===== src/verilog/acsl_map.svh =====
`ifndef ACSL_MAP_SVH
`define ACSL_MAP_SVH

// register addresses carried in the command byte
`define ACSL_ADDR_W 5
`define ACSL_CONFIG_ADDR 5'h08
`define ACSL_STATUS_ADDR 5'h09
`define ACSL_LOCK_ADDR 5'h0A

// protection keys
`define ACSL_LOCK_KEY 8'hCA
`define ACSL_UNLOCK_KEY 8'h9C

// reset and read-back values
`define ACSL_CONFIG_RST 8'h00
`define ACSL_LOCK_READ 8'h00
`define ACSL_UNMAPPED_READ 8'h00
`define ACSL_STATUS_RSVD 5'h00
`define ACSL_RATE_RST 2'h0

// serial frame layout: command byte then data byte, msb first
`define ACSL_CMD_READ_BIT 7
`define ACSL_BIT_CNT_RST 4'h0
`define ACSL_CMD_LAST 4'h7
`define ACSL_FRAME_LAST 4'hF

// software reset busy time in clock cycles
`define ACSL_RESET_CYCLES 16

`endif


===== src/verilog/acsl_pkg.sv =====
package acsl_pkg;

    // configuration register, msb first
    typedef struct packed {
        logic filter_bandwidth_select;
        logic software_reset_trigger;
        logic [1:0] output_rate_select;
        logic temp_sensor_select;
        logic converter_power_down;
        logic reserved;
        logic clock_out_select;
    } acsl_config_t;

    // status register, msb first
    typedef struct packed {
        logic [4:0] reserved;
        logic config_protected_flag;
        logic crc_changed_flag;
        logic reset_in_progress;
    } acsl_status_t;

    // one register access decoded from a serial frame
    typedef struct packed {
        logic wr;
        logic [4:0] addr;
        logic [7:0] wdata;
    } acsl_access_t;

    typedef enum logic [1:0] {
        ACSL_SPI_IDLE = 2'h0,
        ACSL_SPI_CMD = 2'h1,
        ACSL_SPI_DATA = 2'h3,
        ACSL_SPI_DONE = 2'h2
    } acsl_spi_state_t;

endpackage


===== src/verilog/acsl_regs.sv =====
`timescale 1ns/1ps
`include "acsl_map.svh"

module acsl_regs #(
    parameter bit TWO_CHANNEL = 1'b0,
    parameter int RESET_CYCLES = `ACSL_RESET_CYCLES
) (
    input wire logic mclk_i,
    input wire logic srst_i,
    input wire logic ce_i,
    input wire logic spi_sclk_i,
    input wire logic spi_cs_n_i,
    input wire logic spi_mosi_i,
    output logic spi_miso_o,
    output logic spi_miso_oe_o,
    input wire logic data_ready_i,
    input wire logic crc_changed_i,
    output logic shared_pin_o,
    output logic clock_out_select_o,
    output logic converter_power_down_o,
    output logic temp_sensor_select_o,
    output logic [1:0] output_rate_select_o,
    output logic filter_bandwidth_select_o,
    output logic software_reset_trigger_o,
    output logic reset_in_progress_o,
    output logic config_protected_flag_o
);

    localparam int CNT_W = $clog2(RESET_CYCLES + 1);
    localparam logic [CNT_W-1:0] RESET_LOAD = CNT_W'(RESET_CYCLES);
    localparam logic [CNT_W-1:0] CNT_ZERO = '0;
    localparam logic [CNT_W-1:0] CNT_ONE = CNT_W'(1);

    logic sclk_s;
    logic cs_n_s;
    logic mosi_s;
    acsl_pkg::acsl_access_t acc;
    logic [7:0] rdata;

    acsl_pkg::acsl_config_t config_reg;
    acsl_pkg::acsl_config_t config_next;
    acsl_pkg::acsl_status_t status;
    logic prot_reg;
    logic prot_next;
    logic crc_flag_reg;
    logic crc_flag_next;
    logic [CNT_W-1:0] rst_cnt_reg;
    logic [CNT_W-1:0] rst_cnt_next;
    logic reset_on_reg;
    logic clk_div_reg;
    logic shared_pin_reg;
    logic temp_sel_reg;
    logic software_reset_trigger_reg;

    logic wr_config;
    logic wr_lock;
    logic sel_config;
    logic sel_status;
    logic sel_lock;
    logic software_reset_trigger_now;
    acsl_pkg::acsl_config_t wr_value;
    logic key_lock_hit;
    logic key_unlock_hit;
    logic rst_cnt_live;
    logic busy_next;
    logic [7:0] cfg_rd_word;
    logic [7:0] status_rd_word;

    // pins from the host pass the three-stage filter
    acsl_sync3 #(
        .W(3),
        .INIT(3'h2)
    ) u_pin_sync (
        .mclk_i(mclk_i),
        .srst_i(srst_i),
        .ce_i(ce_i),
        .d_i({spi_sclk_i, spi_cs_n_i, spi_mosi_i}),
        .q_o({sclk_s, cs_n_s, mosi_s})
    );

    acsl_spi_slave u_spi (
        .mclk_i(mclk_i),
        .srst_i(srst_i),
        .ce_i(ce_i),
        .sclk_i(sclk_s),
        .cs_n_i(cs_n_s),
        .mosi_i(mosi_s),
        .rdata_i(rdata),
        .acc_o(acc),
        .miso_o(spi_miso_o),
        .miso_oe_o(spi_miso_oe_o)
    );

    // address decode
    assign sel_config = (acc.addr == `ACSL_CONFIG_ADDR);
    assign sel_status = (acc.addr == `ACSL_STATUS_ADDR);
    assign sel_lock = (acc.addr == `ACSL_LOCK_ADDR);
    assign wr_config = acc.wr & sel_config & ~prot_reg;
    assign wr_lock = acc.wr & sel_lock;

    // status view
    assign status.reserved = `ACSL_STATUS_RSVD;
    assign status.config_protected_flag = prot_reg;
    assign status.crc_changed_flag = crc_flag_reg;
    assign status.reset_in_progress = reset_on_reg;

    // read mux, lock and unmapped addresses read zero
    assign cfg_rd_word = config_reg;
    assign status_rd_word = status;
    assign rdata = sel_config ? cfg_rd_word :
                   sel_status ? status_rd_word :
                   sel_lock ? `ACSL_LOCK_READ :
                   `ACSL_UNMAPPED_READ;

    // reserved bit is never stored so it cannot steer anything
    always_comb
    begin
        wr_value = acsl_pkg::acsl_config_t'(acc.wdata);
        wr_value.reserved = 1'b0;
    end

    // a stored trigger bit acts on the next cycle
    assign software_reset_trigger_now = config_reg.software_reset_trigger;

    always_comb
    begin
        config_next = config_reg;
        if (software_reset_trigger_now)
            config_next = acsl_pkg::acsl_config_t'(`ACSL_CONFIG_RST);
        else if (wr_config)
            config_next = wr_value;
    end

    // only the two exact keys and a software reset move protection, other values are ignored
    assign key_lock_hit = wr_lock & (acc.wdata == `ACSL_LOCK_KEY);
    assign key_unlock_hit = wr_lock & (acc.wdata == `ACSL_UNLOCK_KEY);

    always_comb
    begin
        prot_next = prot_reg;
        if (software_reset_trigger_now)
            prot_next = 1'b0;
        else if (key_lock_hit)
            prot_next = 1'b1;
        else if (key_unlock_hit)
            prot_next = 1'b0;
    end

    // a change event in the clearing cycle still sets the flag
    assign crc_flag_next = crc_changed_i | (crc_flag_reg & ~software_reset_trigger_now);

    assign rst_cnt_live = (rst_cnt_reg != CNT_ZERO);

    always_comb
    begin
        rst_cnt_next = rst_cnt_reg;
        if (software_reset_trigger_now)
            rst_cnt_next = RESET_LOAD;
        else if (rst_cnt_live)
            rst_cnt_next = rst_cnt_reg - CNT_ONE;
    end

    // busy drops in the cycle the counter reaches zero, not one later
    assign busy_next = (rst_cnt_next != CNT_ZERO);

    always_ff @(posedge mclk_i)
    begin
        if (srst_i)
        begin
            config_reg <= acsl_pkg::acsl_config_t'(`ACSL_CONFIG_RST);
        end
        else if (ce_i)
        begin
            config_reg <= config_next;
        end
    end

    always_ff @(posedge mclk_i)
    begin
        if (srst_i)
        begin
            prot_reg <= 1'b0;
        end
        else if (ce_i)
        begin
            prot_reg <= prot_next;
        end
    end

    always_ff @(posedge mclk_i)
    begin
        if (srst_i)
        begin
            crc_flag_reg <= 1'b0;
        end
        else if (ce_i)
        begin
            crc_flag_reg <= crc_flag_next;
        end
    end

    always_ff @(posedge mclk_i)
    begin
        if (srst_i)
        begin
            rst_cnt_reg <= RESET_LOAD;
        end
        else if (ce_i)
        begin
            rst_cnt_reg <= rst_cnt_next;
        end
    end

    always_ff @(posedge mclk_i)
    begin
        if (srst_i)
        begin
            reset_on_reg <= 1'b1;
        end
        else if (ce_i)
        begin
            reset_on_reg <= busy_next;
        end
    end

    // clock function on the shared pin is the clock divided by two
    always_ff @(posedge mclk_i)
    begin
        if (srst_i)
        begin
            clk_div_reg <= 1'b0;
        end
        else if (ce_i)
        begin
            clk_div_reg <= ~clk_div_reg;
        end
    end

    always_ff @(posedge mclk_i)
    begin
        if (srst_i)
        begin
            shared_pin_reg <= 1'b0;
        end
        else if (ce_i)
        begin
            shared_pin_reg <= config_reg.clock_out_select ?
                              clk_div_reg : data_ready_i;
        end
    end

    // temperature select (forced high when TWO_CHANNEL) and trigger outputs are re-registered from config_next, each in its own flop
    always_ff @(posedge mclk_i)
    begin
        if (srst_i)
        begin
            temp_sel_reg <= TWO_CHANNEL;
        end
        else if (ce_i)
        begin
            temp_sel_reg <= TWO_CHANNEL |
                            config_next.temp_sensor_select;
        end
    end

    always_ff @(posedge mclk_i)
    begin
        if (srst_i)
        begin
            software_reset_trigger_reg <= 1'b0;
        end
        else if (ce_i)
        begin
            software_reset_trigger_reg <= config_next.software_reset_trigger;
        end
    end

    assign shared_pin_o = shared_pin_reg;
    assign clock_out_select_o = config_reg.clock_out_select;
    assign converter_power_down_o = config_reg.converter_power_down;
    assign temp_sensor_select_o = temp_sel_reg;
    assign output_rate_select_o = config_reg.output_rate_select;
    assign filter_bandwidth_select_o =
        config_reg.filter_bandwidth_select;
    assign software_reset_trigger_o = software_reset_trigger_reg;
    assign reset_in_progress_o = reset_on_reg;
    assign config_protected_flag_o = prot_reg;

endmodule // acsl_regs


===== src/verilog/acsl_spi_slave.sv =====
`timescale 1ns/1ps
`include "acsl_map.svh"

module acsl_spi_slave (
    input wire logic mclk_i,
    input wire logic srst_i,
    input wire logic ce_i,
    input wire logic sclk_i,
    input wire logic cs_n_i,
    input wire logic mosi_i,
    input wire logic [7:0] rdata_i,
    output acsl_pkg::acsl_access_t acc_o,
    output logic miso_o,
    output logic miso_oe_o
);

    acsl_pkg::acsl_spi_state_t state_reg;
    logic sclk_prev_reg;
    logic [3:0] bit_cnt_reg;
    logic [7:0] shift_reg;
    logic is_read_reg;
    logic load_reg;
    logic miso_reg;
    logic oe_reg;
    acsl_pkg::acsl_access_t acc_reg;
    logic rise;
    logic fall;
    logic [7:0] shift_in;

    assign rise = sclk_i & ~sclk_prev_reg;
    assign fall = ~sclk_i & sclk_prev_reg;
    assign shift_in = {shift_reg[6:0], mosi_i};

    always_ff @(posedge mclk_i)
    begin
        if (srst_i)
        begin
            state_reg <= acsl_pkg::ACSL_SPI_IDLE;
            sclk_prev_reg <= 1'b0;
            bit_cnt_reg <= `ACSL_BIT_CNT_RST;
            shift_reg <= `ACSL_UNMAPPED_READ;
            is_read_reg <= 1'b0;
            load_reg <= 1'b0;
            miso_reg <= 1'b0;
            oe_reg <= 1'b0;
            acc_reg <= '0;
        end
        else if (ce_i)
        begin
            sclk_prev_reg <= sclk_i;
            acc_reg.wr <= 1'b0;
            if (cs_n_i)
            begin
                // a deselect aborts any frame, a partial write is dropped
                state_reg <= acsl_pkg::ACSL_SPI_IDLE;
                oe_reg <= 1'b0;
                load_reg <= 1'b0;
            end
            else
            begin
                case (state_reg)
                    acsl_pkg::ACSL_SPI_IDLE:
                    begin
                        state_reg <= acsl_pkg::ACSL_SPI_CMD;
                        bit_cnt_reg <= `ACSL_BIT_CNT_RST;
                        oe_reg <= 1'b1;
                        miso_reg <= 1'b0;
                    end
                    acsl_pkg::ACSL_SPI_CMD:
                    begin
                        if (rise)
                        begin
                            shift_reg <= shift_in;
                            bit_cnt_reg <= bit_cnt_reg + 4'h1;
                            if (bit_cnt_reg == `ACSL_CMD_LAST)
                            begin
                                is_read_reg <= shift_in[`ACSL_CMD_READ_BIT];
                                acc_reg.addr <= shift_in[4:0];
                                load_reg <= 1'b1;
                                state_reg <= acsl_pkg::ACSL_SPI_DATA;
                            end
                        end
                    end
                    acsl_pkg::ACSL_SPI_DATA:
                    begin
                        if (load_reg)
                        begin
                            // address is settled, capture read data
                            load_reg <= 1'b0;
                            if (is_read_reg)
                                shift_reg <= rdata_i;
                        end
                        else if (fall && is_read_reg)
                        begin
                            miso_reg <= shift_reg[7];
                            shift_reg <= {shift_reg[6:0], 1'b0};
                        end
                        else if (rise)
                        begin
                            if (!is_read_reg)
                                shift_reg <= shift_in;
                            bit_cnt_reg <= bit_cnt_reg + 4'h1;
                            if (bit_cnt_reg == `ACSL_FRAME_LAST)
                            begin
                                acc_reg.wr <= ~is_read_reg;
                                acc_reg.wdata <= shift_in;
                                state_reg <= acsl_pkg::ACSL_SPI_DONE;
                            end
                        end
                    end
                    acsl_pkg::ACSL_SPI_DONE:
                    begin
                        state_reg <= acsl_pkg::ACSL_SPI_DONE;
                    end
                    default:
                    begin
                        state_reg <= acsl_pkg::ACSL_SPI_IDLE;
                    end
                endcase
            end
        end
    end

    assign acc_o = acc_reg;
    assign miso_o = miso_reg;
    assign miso_oe_o = oe_reg;

endmodule // acsl_spi_slave


===== src/verilog/acsl_sync3.sv =====
`timescale 1ns/1ps
`include "acsl_map.svh"

module acsl_sync3 #(
    parameter int W = 1,
    parameter logic [W-1:0] INIT = '0
) (
    input wire logic mclk_i,
    input wire logic srst_i,
    input wire logic ce_i,
    input wire logic [W-1:0] d_i,
    output logic [W-1:0] q_o
);

    logic [W-1:0] ff1_reg;
    logic [W-1:0] ff2_reg;
    logic [W-1:0] ff3_reg;
    logic [W-1:0] q_reg;
    logic [W-1:0] agree;

    // a change is taken only once stages two and three agree
    assign agree = ~(ff2_reg ^ ff3_reg);

    always_ff @(posedge mclk_i)
    begin
        if (srst_i)
        begin
            ff1_reg <= INIT;
            ff2_reg <= INIT;
            ff3_reg <= INIT;
            q_reg <= INIT;
        end
        else if (ce_i)
        begin
            ff1_reg <= d_i;
            ff2_reg <= ff1_reg;
            ff3_reg <= ff2_reg;
            q_reg <= (agree & ff3_reg) | (~agree & q_reg);
        end
    end

    assign q_o = q_reg;

endmodule // acsl_sync3

===== config.mk =====
export PLATFORM = sky130hd
export DESIGN_NAME = acsl_regs
export DESIGN_NICKNAME = d
export VERILOG_FILES = /design/src/verilog/acsl_pkg.sv /design/src/verilog/acsl_regs.sv /design/src/verilog/acsl_spi_slave.sv /design/src/verilog/acsl_sync3.sv
export VERILOG_INCLUDE_DIRS = /design/src /design/src/verilog
export SDC_FILE = /design/constraint.sdc
export NUM_CORES = 1
export LEC_CHECK = 0
export ABC_AREA = 1
export BUFFER_PORTS_ARGS = -buffer_cell sky130_fd_sc_hd__buf_2
export CAP_MARGIN = 40
export CORE_AREA = 8 8 82 84
export DETAILED_ROUTE_END_ITERATION = 10
export DIE_AREA = 0 0 90 92
export PLACE_DENSITY = 0.77
export SYNTH_ARGS = -nofsm -noshare
export SYNTH_HDL_FRONTEND = slang
export SYNTH_HIERARCHICAL = 1
export SYNTH_SLANG_ARGS = --single-unit

===== constraint.sdc =====
create_clock -name mclk_i -period 1.7 [get_ports mclk_i]
set_clock_uncertainty 0.15 [all_clocks]
set_input_delay 0.34 -clock mclk_i [delete_from_list [all_inputs] [get_ports mclk_i]]
set_output_delay 0.34 -clock mclk_i [all_outputs]
set_load 0.05 [all_outputs]

==> flow_metrics.tcl, run 1 <==
set metrics [dict create \
    status "complete, no violations" \
    min_period_ns 1.63 \
    clk_pin_slew_ns 0.07 \
    num_antenna_cells 0 \
    synth_area_um2 3150 \
    crit_buf_inv 2 \
    antenna_found_initial 0 \
    fin_nets 480 \
    hold_viol_final 0 \
    first_iter_violations 199 \
    numCtsBuffers 9 \
    slew_viol_final 0 \
    cp.arrival_ns 1.76 \
    cts.path.max_buffers 2 \
    whs_ns 0.0524 \
    ios 20 \
    yosysUniqueCellTypes 36 \
    relSlewSlack_pct 77.0 \
    setup_ws_ns 0.0708 \
    firstDrtPassIters 4 \
    routedWlPerCell_um 13.0 \
    grt_max_degree 23 \
    cap_violations 0 \
    grt_use_total_pct 17.6 \
    grt.overflow.total 0 \
    leakage_nw 1.53 \
    die_area_um2 8280 \
    synth_sequential_area_ratio_pct 39.4 \
    slowest_stage "dfxtp_2" \
    grt_pass1_vias 2685 \
    finalInstanceArea_um2 3620 \
    grt_pass1_wl_um 12000 \
    postCtsHoldBufs 0 \
    rows 27 \
    syn_nets 449 \
    start_kind "register" \
    remaining_drc_errors 0 \
    holdCritPathClass "in2reg" \
    fin_cells 547 \
    syn_inst 439 \
    cpPeakStageDelay_ns 0.39 \
    place_area_um2 3300 \
    largest_reg_flops 14 \
    num_vias 2858 \
    start_util_pct 58.2 \
    crit_chain "ha_4, nand2_1, inv_1, nand3_1, nor2_4, buf_4, o21ai_0, a21oi_1" \
    powerDensity_nw_per_um2 920 \
    peakVddDrop_mv 0.777 \
    cp.required_ns 1.83 \
    area_growth_pct 15.1 \
    core_area_um2 5410 \
    place_congestion 0.843 \
    cp_top_family "simple AND/OR/NAND/NOR gates" \
    clock_latency_ns 0.34 \
    fmax_ghz 0.614 \
    avgSynthCellArea_um2 7.17 \
    power_mw 3.33 \
    dp_hpwl_um 5030 \
    setup.worst_path.end_class "register" \
    cts-root-buf "clkbuf_8" \
    setup_viol 0 \
    tightest_slew_ns 0.344 \
    cts_sinks 62 \
    finalSetupTns_ns 0 \
    tritoncts "done" \
    post-route-period-util_pct 95.8 \
    ant_nets 0 \
    die_y_um 92 \
    dp.cells 527 \
    crit_fanout 7 \
    setup.worst_path.class "reg2reg" \
    post-place-ws_ns 0.000200 \
    htreeDepth 3 \
    final_util_pct 67.0 \
    yosysWarnings 6 \
    die_x_um 90 \
    rsz0062_at_grt "no" \
    portBuffers 19 \
    drive_above_1_share_pct 20.2 \
    synth_seq_cells 62 \
    routed_wl_um 7120 \
    via_per_inst 5.22 \
]
cells in the mapped netlist (all sizes together):
library cell / instances / share of area, %
a21oi: 45 / 8.7
a31oi: 1 / 0.20
buf: 11 / 3.1
clkbuf: 2 / 0.24
dfxtp: 62 / 39
ha: 2 / 0.79
inv: 55 / 6.6
nand2: 104 / 13
nand3: 34 / 6.6
nand3b: 3 / 0.72
nand4: 9 / 1.8
nor2: 62 / 9.7
nor3: 1 / 0.16
nor3b: 1 / 0.40
o211ai: 3 / 0.72
o21ai: 37 / 6.0
o22ai: 2 / 0.40
or2: 1 / 0.28
xnor2: 2 / 0.56
xor2: 2 / 0.56
report_power, final:
group | switching [mW] | internal, mW | leakage (nW)
Sequential | 0.0316 | 1.49 | 0.506
Combinational | 0.154 | 0.0835 | 0.905
Clock | 0.595 | 0.977 | 0.116
Total | 0.781 | 2.55 | 1.53
worst reg2reg max path: cells and delay by family (launching register included):
family	cells	cell delay, ns
AOI/OAI and AO/OA	2	0.19
adders and majority gates	1	0.17
buffers and inverters	2	0.24
DFF	1	0.39
and+or+nand+nor	3	0.42
final timing paths:
path / startpoint / to / slack [ns] / cells after the start
max: u_spi/bit_cnt_reg[0] / u_spi/acc_o[7] / 0.07 / 8
min: spi_cs_n_i / u_pin_sync/ff1_reg[1] / 0.05 / 3
max reg2reg: u_spi/bit_cnt_reg[0] / u_spi/acc_o[7] / 0.07 / 8
min reg2reg: u_pin_sync/ff3_reg[1] / u_pin_sync/ff3_reg[1] / 0.31 / 2
final cells by class:
class                           count  area (um^2)
Timing Repair Buffer               33          204
Multi-Input combinational cell    309         1630
Clock buffer                        9          124
Clock inverter                      7          123
Fill cell                         480         1780
Inverter                           55          209
Sequential cell                    62         1250
Tap cell                           72         90.1
kinds of logic (layout without fill, tap and decap cells):
family / count (synthesis) / after routing / share of synthesized area, %
buffers and inverters: 68 / 104 / 9.94
XOR/XNOR: 4 / 4 / 1.11
adder cells (fa/ha/maj): 2 / 2 / 0.795
flip-flops: 62 / 62 / 39.4
AO/OA/AOI/OAI: 88 / 88 / 16.0
AND/OR/NAND/NOR: 215 / 215 / 32.7
metal layers:
metal | GRT usage (%) | vias to the layer above | part of all wire (%)
li1 | - | 1486 | -
met1 | 18.5 | 1310 | 45
met2 | 30.2 | 49 | 49
met3 | 6.60 | 13 | 4.4
met4 | 8.88 | 0 | 2.1
met5 | 0 | - | 0
placed cells by master, fill, tap and decap left out, types with 3 or more instances in the layout:
master      n
dfxtp_1    57
o211ai_1    3
nand3_4     4
dfxtp_2     5
a21oi_1    34
bufinv_16   3
inv_1      50
nand2_1    96
nand3_1    30
buf_4      13
o21ai_0    23
nand2_2     7
nand4_1     9
nand3b_1    3
buf_2      19
nor2_8      3
a21oi_2    10
clkbuf_8    9
nor2_1     52
inv_2       4
o21ai_1    13
nor2_2      5
repair_timing:
action,4_1_cts,5_1_grt
setup endpoints to repair,6,27
resized for setup,1,17
pin swaps,0,1
setup buffers,0,4
Note: power is estimated with default switching activity, not from simulation.
==> run 2: changes to the inputs <==
--- a/config.mk
+++ b/config.mk
@@ -13,6 +13,7 @@
 export DETAILED_ROUTE_END_ITERATION = 10
 export DIE_AREA = 0 0 90 92
 export PLACE_DENSITY = 0.77
+export RECOVER_POWER = 100
 export SYNTH_ARGS = -nofsm -noshare
 export SYNTH_HDL_FRONTEND = slang
 export SYNTH_HIERARCHICAL = 1
==> flow_metrics.tcl, run 2 (synthesis results as in run 1) <==
set metrics [dict create \
    status "complete, no violations" \
    clock_latency_ns 0.34 \
    ios 20 \
    num_antenna_cells 0 \
    cp_top_family "simple AND/OR/NAND/NOR gates" \
    portBuffers 19 \
    hold_viol_final 0 \
    dp_hpwl_um 5030 \
    crit_chain "ha_4, nand2_1, inv_1, nand3_1, nor2_4, buf_4, o21ai_0, a21oi_1" \
    pwr-share-clk_pct 47.2 \
    remaining_drc_errors 0 \
    powerDensity_nw_per_um2 924 \
    setup_ws_ns 0.0982 \
    seqPwrFrac_pct 45.7 \
    rr_worst_depth 8 \
    finalInstanceArea_um2 3600 \
    min_period_ns 1.60 \
    cp.arrival_ns 1.73 \
    post-place-ws_ns 0.000200 \
    htreeDepth 3 \
    crit_buf_inv 2 \
    grt_pass1_vias 2685 \
    tightest_slew_ns 0.551 \
    relSlewSlack_pct 63.3 \
    cts-root-buf "clkbuf_8" \
    timing.rr.start "u_spi/bit_cnt_reg[0]" \
    setup.worst_path.end_class "register" \
    clk_pin_slew_ns 0.07 \
    rrSetupSlack_ns 0.1 \
    die_area_um2 8280 \
    die_x_um 90 \
    fmax_ghz 0.624 \
    holdCritPathClass "in2reg" \
    antenna_found_initial 0 \
    p_sw_share_pct 23.4 \
    leakage_nw 1.51 \
    place_area_um2 3300 \
    combPwrFrac_pct 7.1 \
    num_vias 2859 \
    setup.worst_path.class "reg2reg" \
    cap_violations 0 \
    start_util_pct 58.2 \
    fin_cells 547 \
    grt_pass1_wl_um 12000 \
    min_from "spi_cs_n_i" \
    whs_ns 0.0523 \
    p_int_mw 2.55 \
    numCtsBuffers 9 \
    routedWlPerCell_um 13.0 \
    crit_fanout 7 \
    grt_max_degree 23 \
    final_common_cell "nand2_1" \
    hold_path_depth 3 \
    grt_use_total_pct 17.6 \
    slew_viol_final 0 \
    via_per_inst 5.23 \
    cts.path.max_buffers 2 \
    largest_reg_flops 14 \
    dp.cells 527 \
    reg2reg_to "u_spi/acc_o[7]" \
    first_iter_violations 230 \
    cp.required_ns 1.83 \
    cts_sinks 62 \
    post-route-period-util_pct 94.2 \
    rsz0062_at_grt "no" \
    ant_nets 0 \
    cpPeakStageDelay_ns 0.39 \
    power_mw 3.33 \
    routed_wl_um 7130 \
    die_y_um 92 \
    most-common-layout-cells "96 x nand2_1, 57 x dfxtp_1, 52 x inv_1, 52 x nor2_1, 38 x a21oi_1" \
    place_congestion 0.843 \
    slowest_stage "dfxtp_2" \
    area_growth_pct 14.5 \
    final_util_pct 66.7 \
    power.switching_mw 0.780 \
    start_kind "register" \
    setup_viol 0 \
    tritoncts "done" \
    holdPathEnd "u_pin_sync/ff1_reg[1]" \
    rows 27 \
    drive_above_1_share_pct 18.7 \
    finalSetupTns_ns 0 \
    peakVddDrop_mv 0.776 \
    core_area_um2 5410 \
    grt.overflow.total 0 \
    firstDrtPassIters 4 \
    fin_nets 480 \
]
[run 2: metal layers]
metal	GRT usage [%]	vias to the layer above	part of all wire, %
met1	18.5	1308	44
li1	-	1486	-
met2	30.2	51	49
met5	0	-	0
met3	6.60	14	4.5
met4	8.88	0	1.8
[run 2: what timing repair did]
item / in CTS / in global routing
setup endpoints to repair: 6 / 27
hold endpoints to repair: 0 / 0
resized for setup: 1 / 17
pin swaps: 0 / 1
setup buffers: 0 / 4
hold buffers: 0 / 0
[run 2: how the worst max path moves through the flow]
stage                        startpoint                    to  cells past startpoint
2_1_floorplan  software_reset_trigger_o   reset_in_progress_o                      7
3_3_place_gp         u_spi/state_reg[0]  u_spi/bit_cnt_reg[0]                      7
3_5_place_dp       u_spi/bit_cnt_reg[0]        u_spi/acc_o[8]                      6
4_1_cts            u_spi/bit_cnt_reg[0]        u_spi/acc_o[3]                      8
5_1_grt              u_spi/state_reg[0]  u_spi/bit_cnt_reg[0]                      7
6_report           u_spi/bit_cnt_reg[0]        u_spi/acc_o[7]                      8
[run 2: worst min-delay path, stage by stage]
cell and delay (ns):
buf_2 0.07, nand2_1 0.04, nand3_1 0.06
[run 2: cell type report]
class	instances	area (um^2)
multi-input combinational	309	1610
fill	485	1800
tap	72	90.1
timing repair buffer	33	200
clock inverter	7	123
clock buffer	9	124
inverter	55	209
sequential	62	1250
[run 2: power groups by stage]
| stage | logic (mW) | registers [mW] | clock network [mW] |
|---|---|---|---|
| after floorplan | 0.178 | 1.56 | 0 |
| after global placement | 0.227 | 1.55 | 0 |
| after detailed placement | 0.233 | 1.55 | 0 |
| after CTS | 0.235 | 1.52 | 1.61 |
| after global routing | 0.269 | 1.53 | 1.67 |
| final | 0.236 | 1.52 | 1.57 |
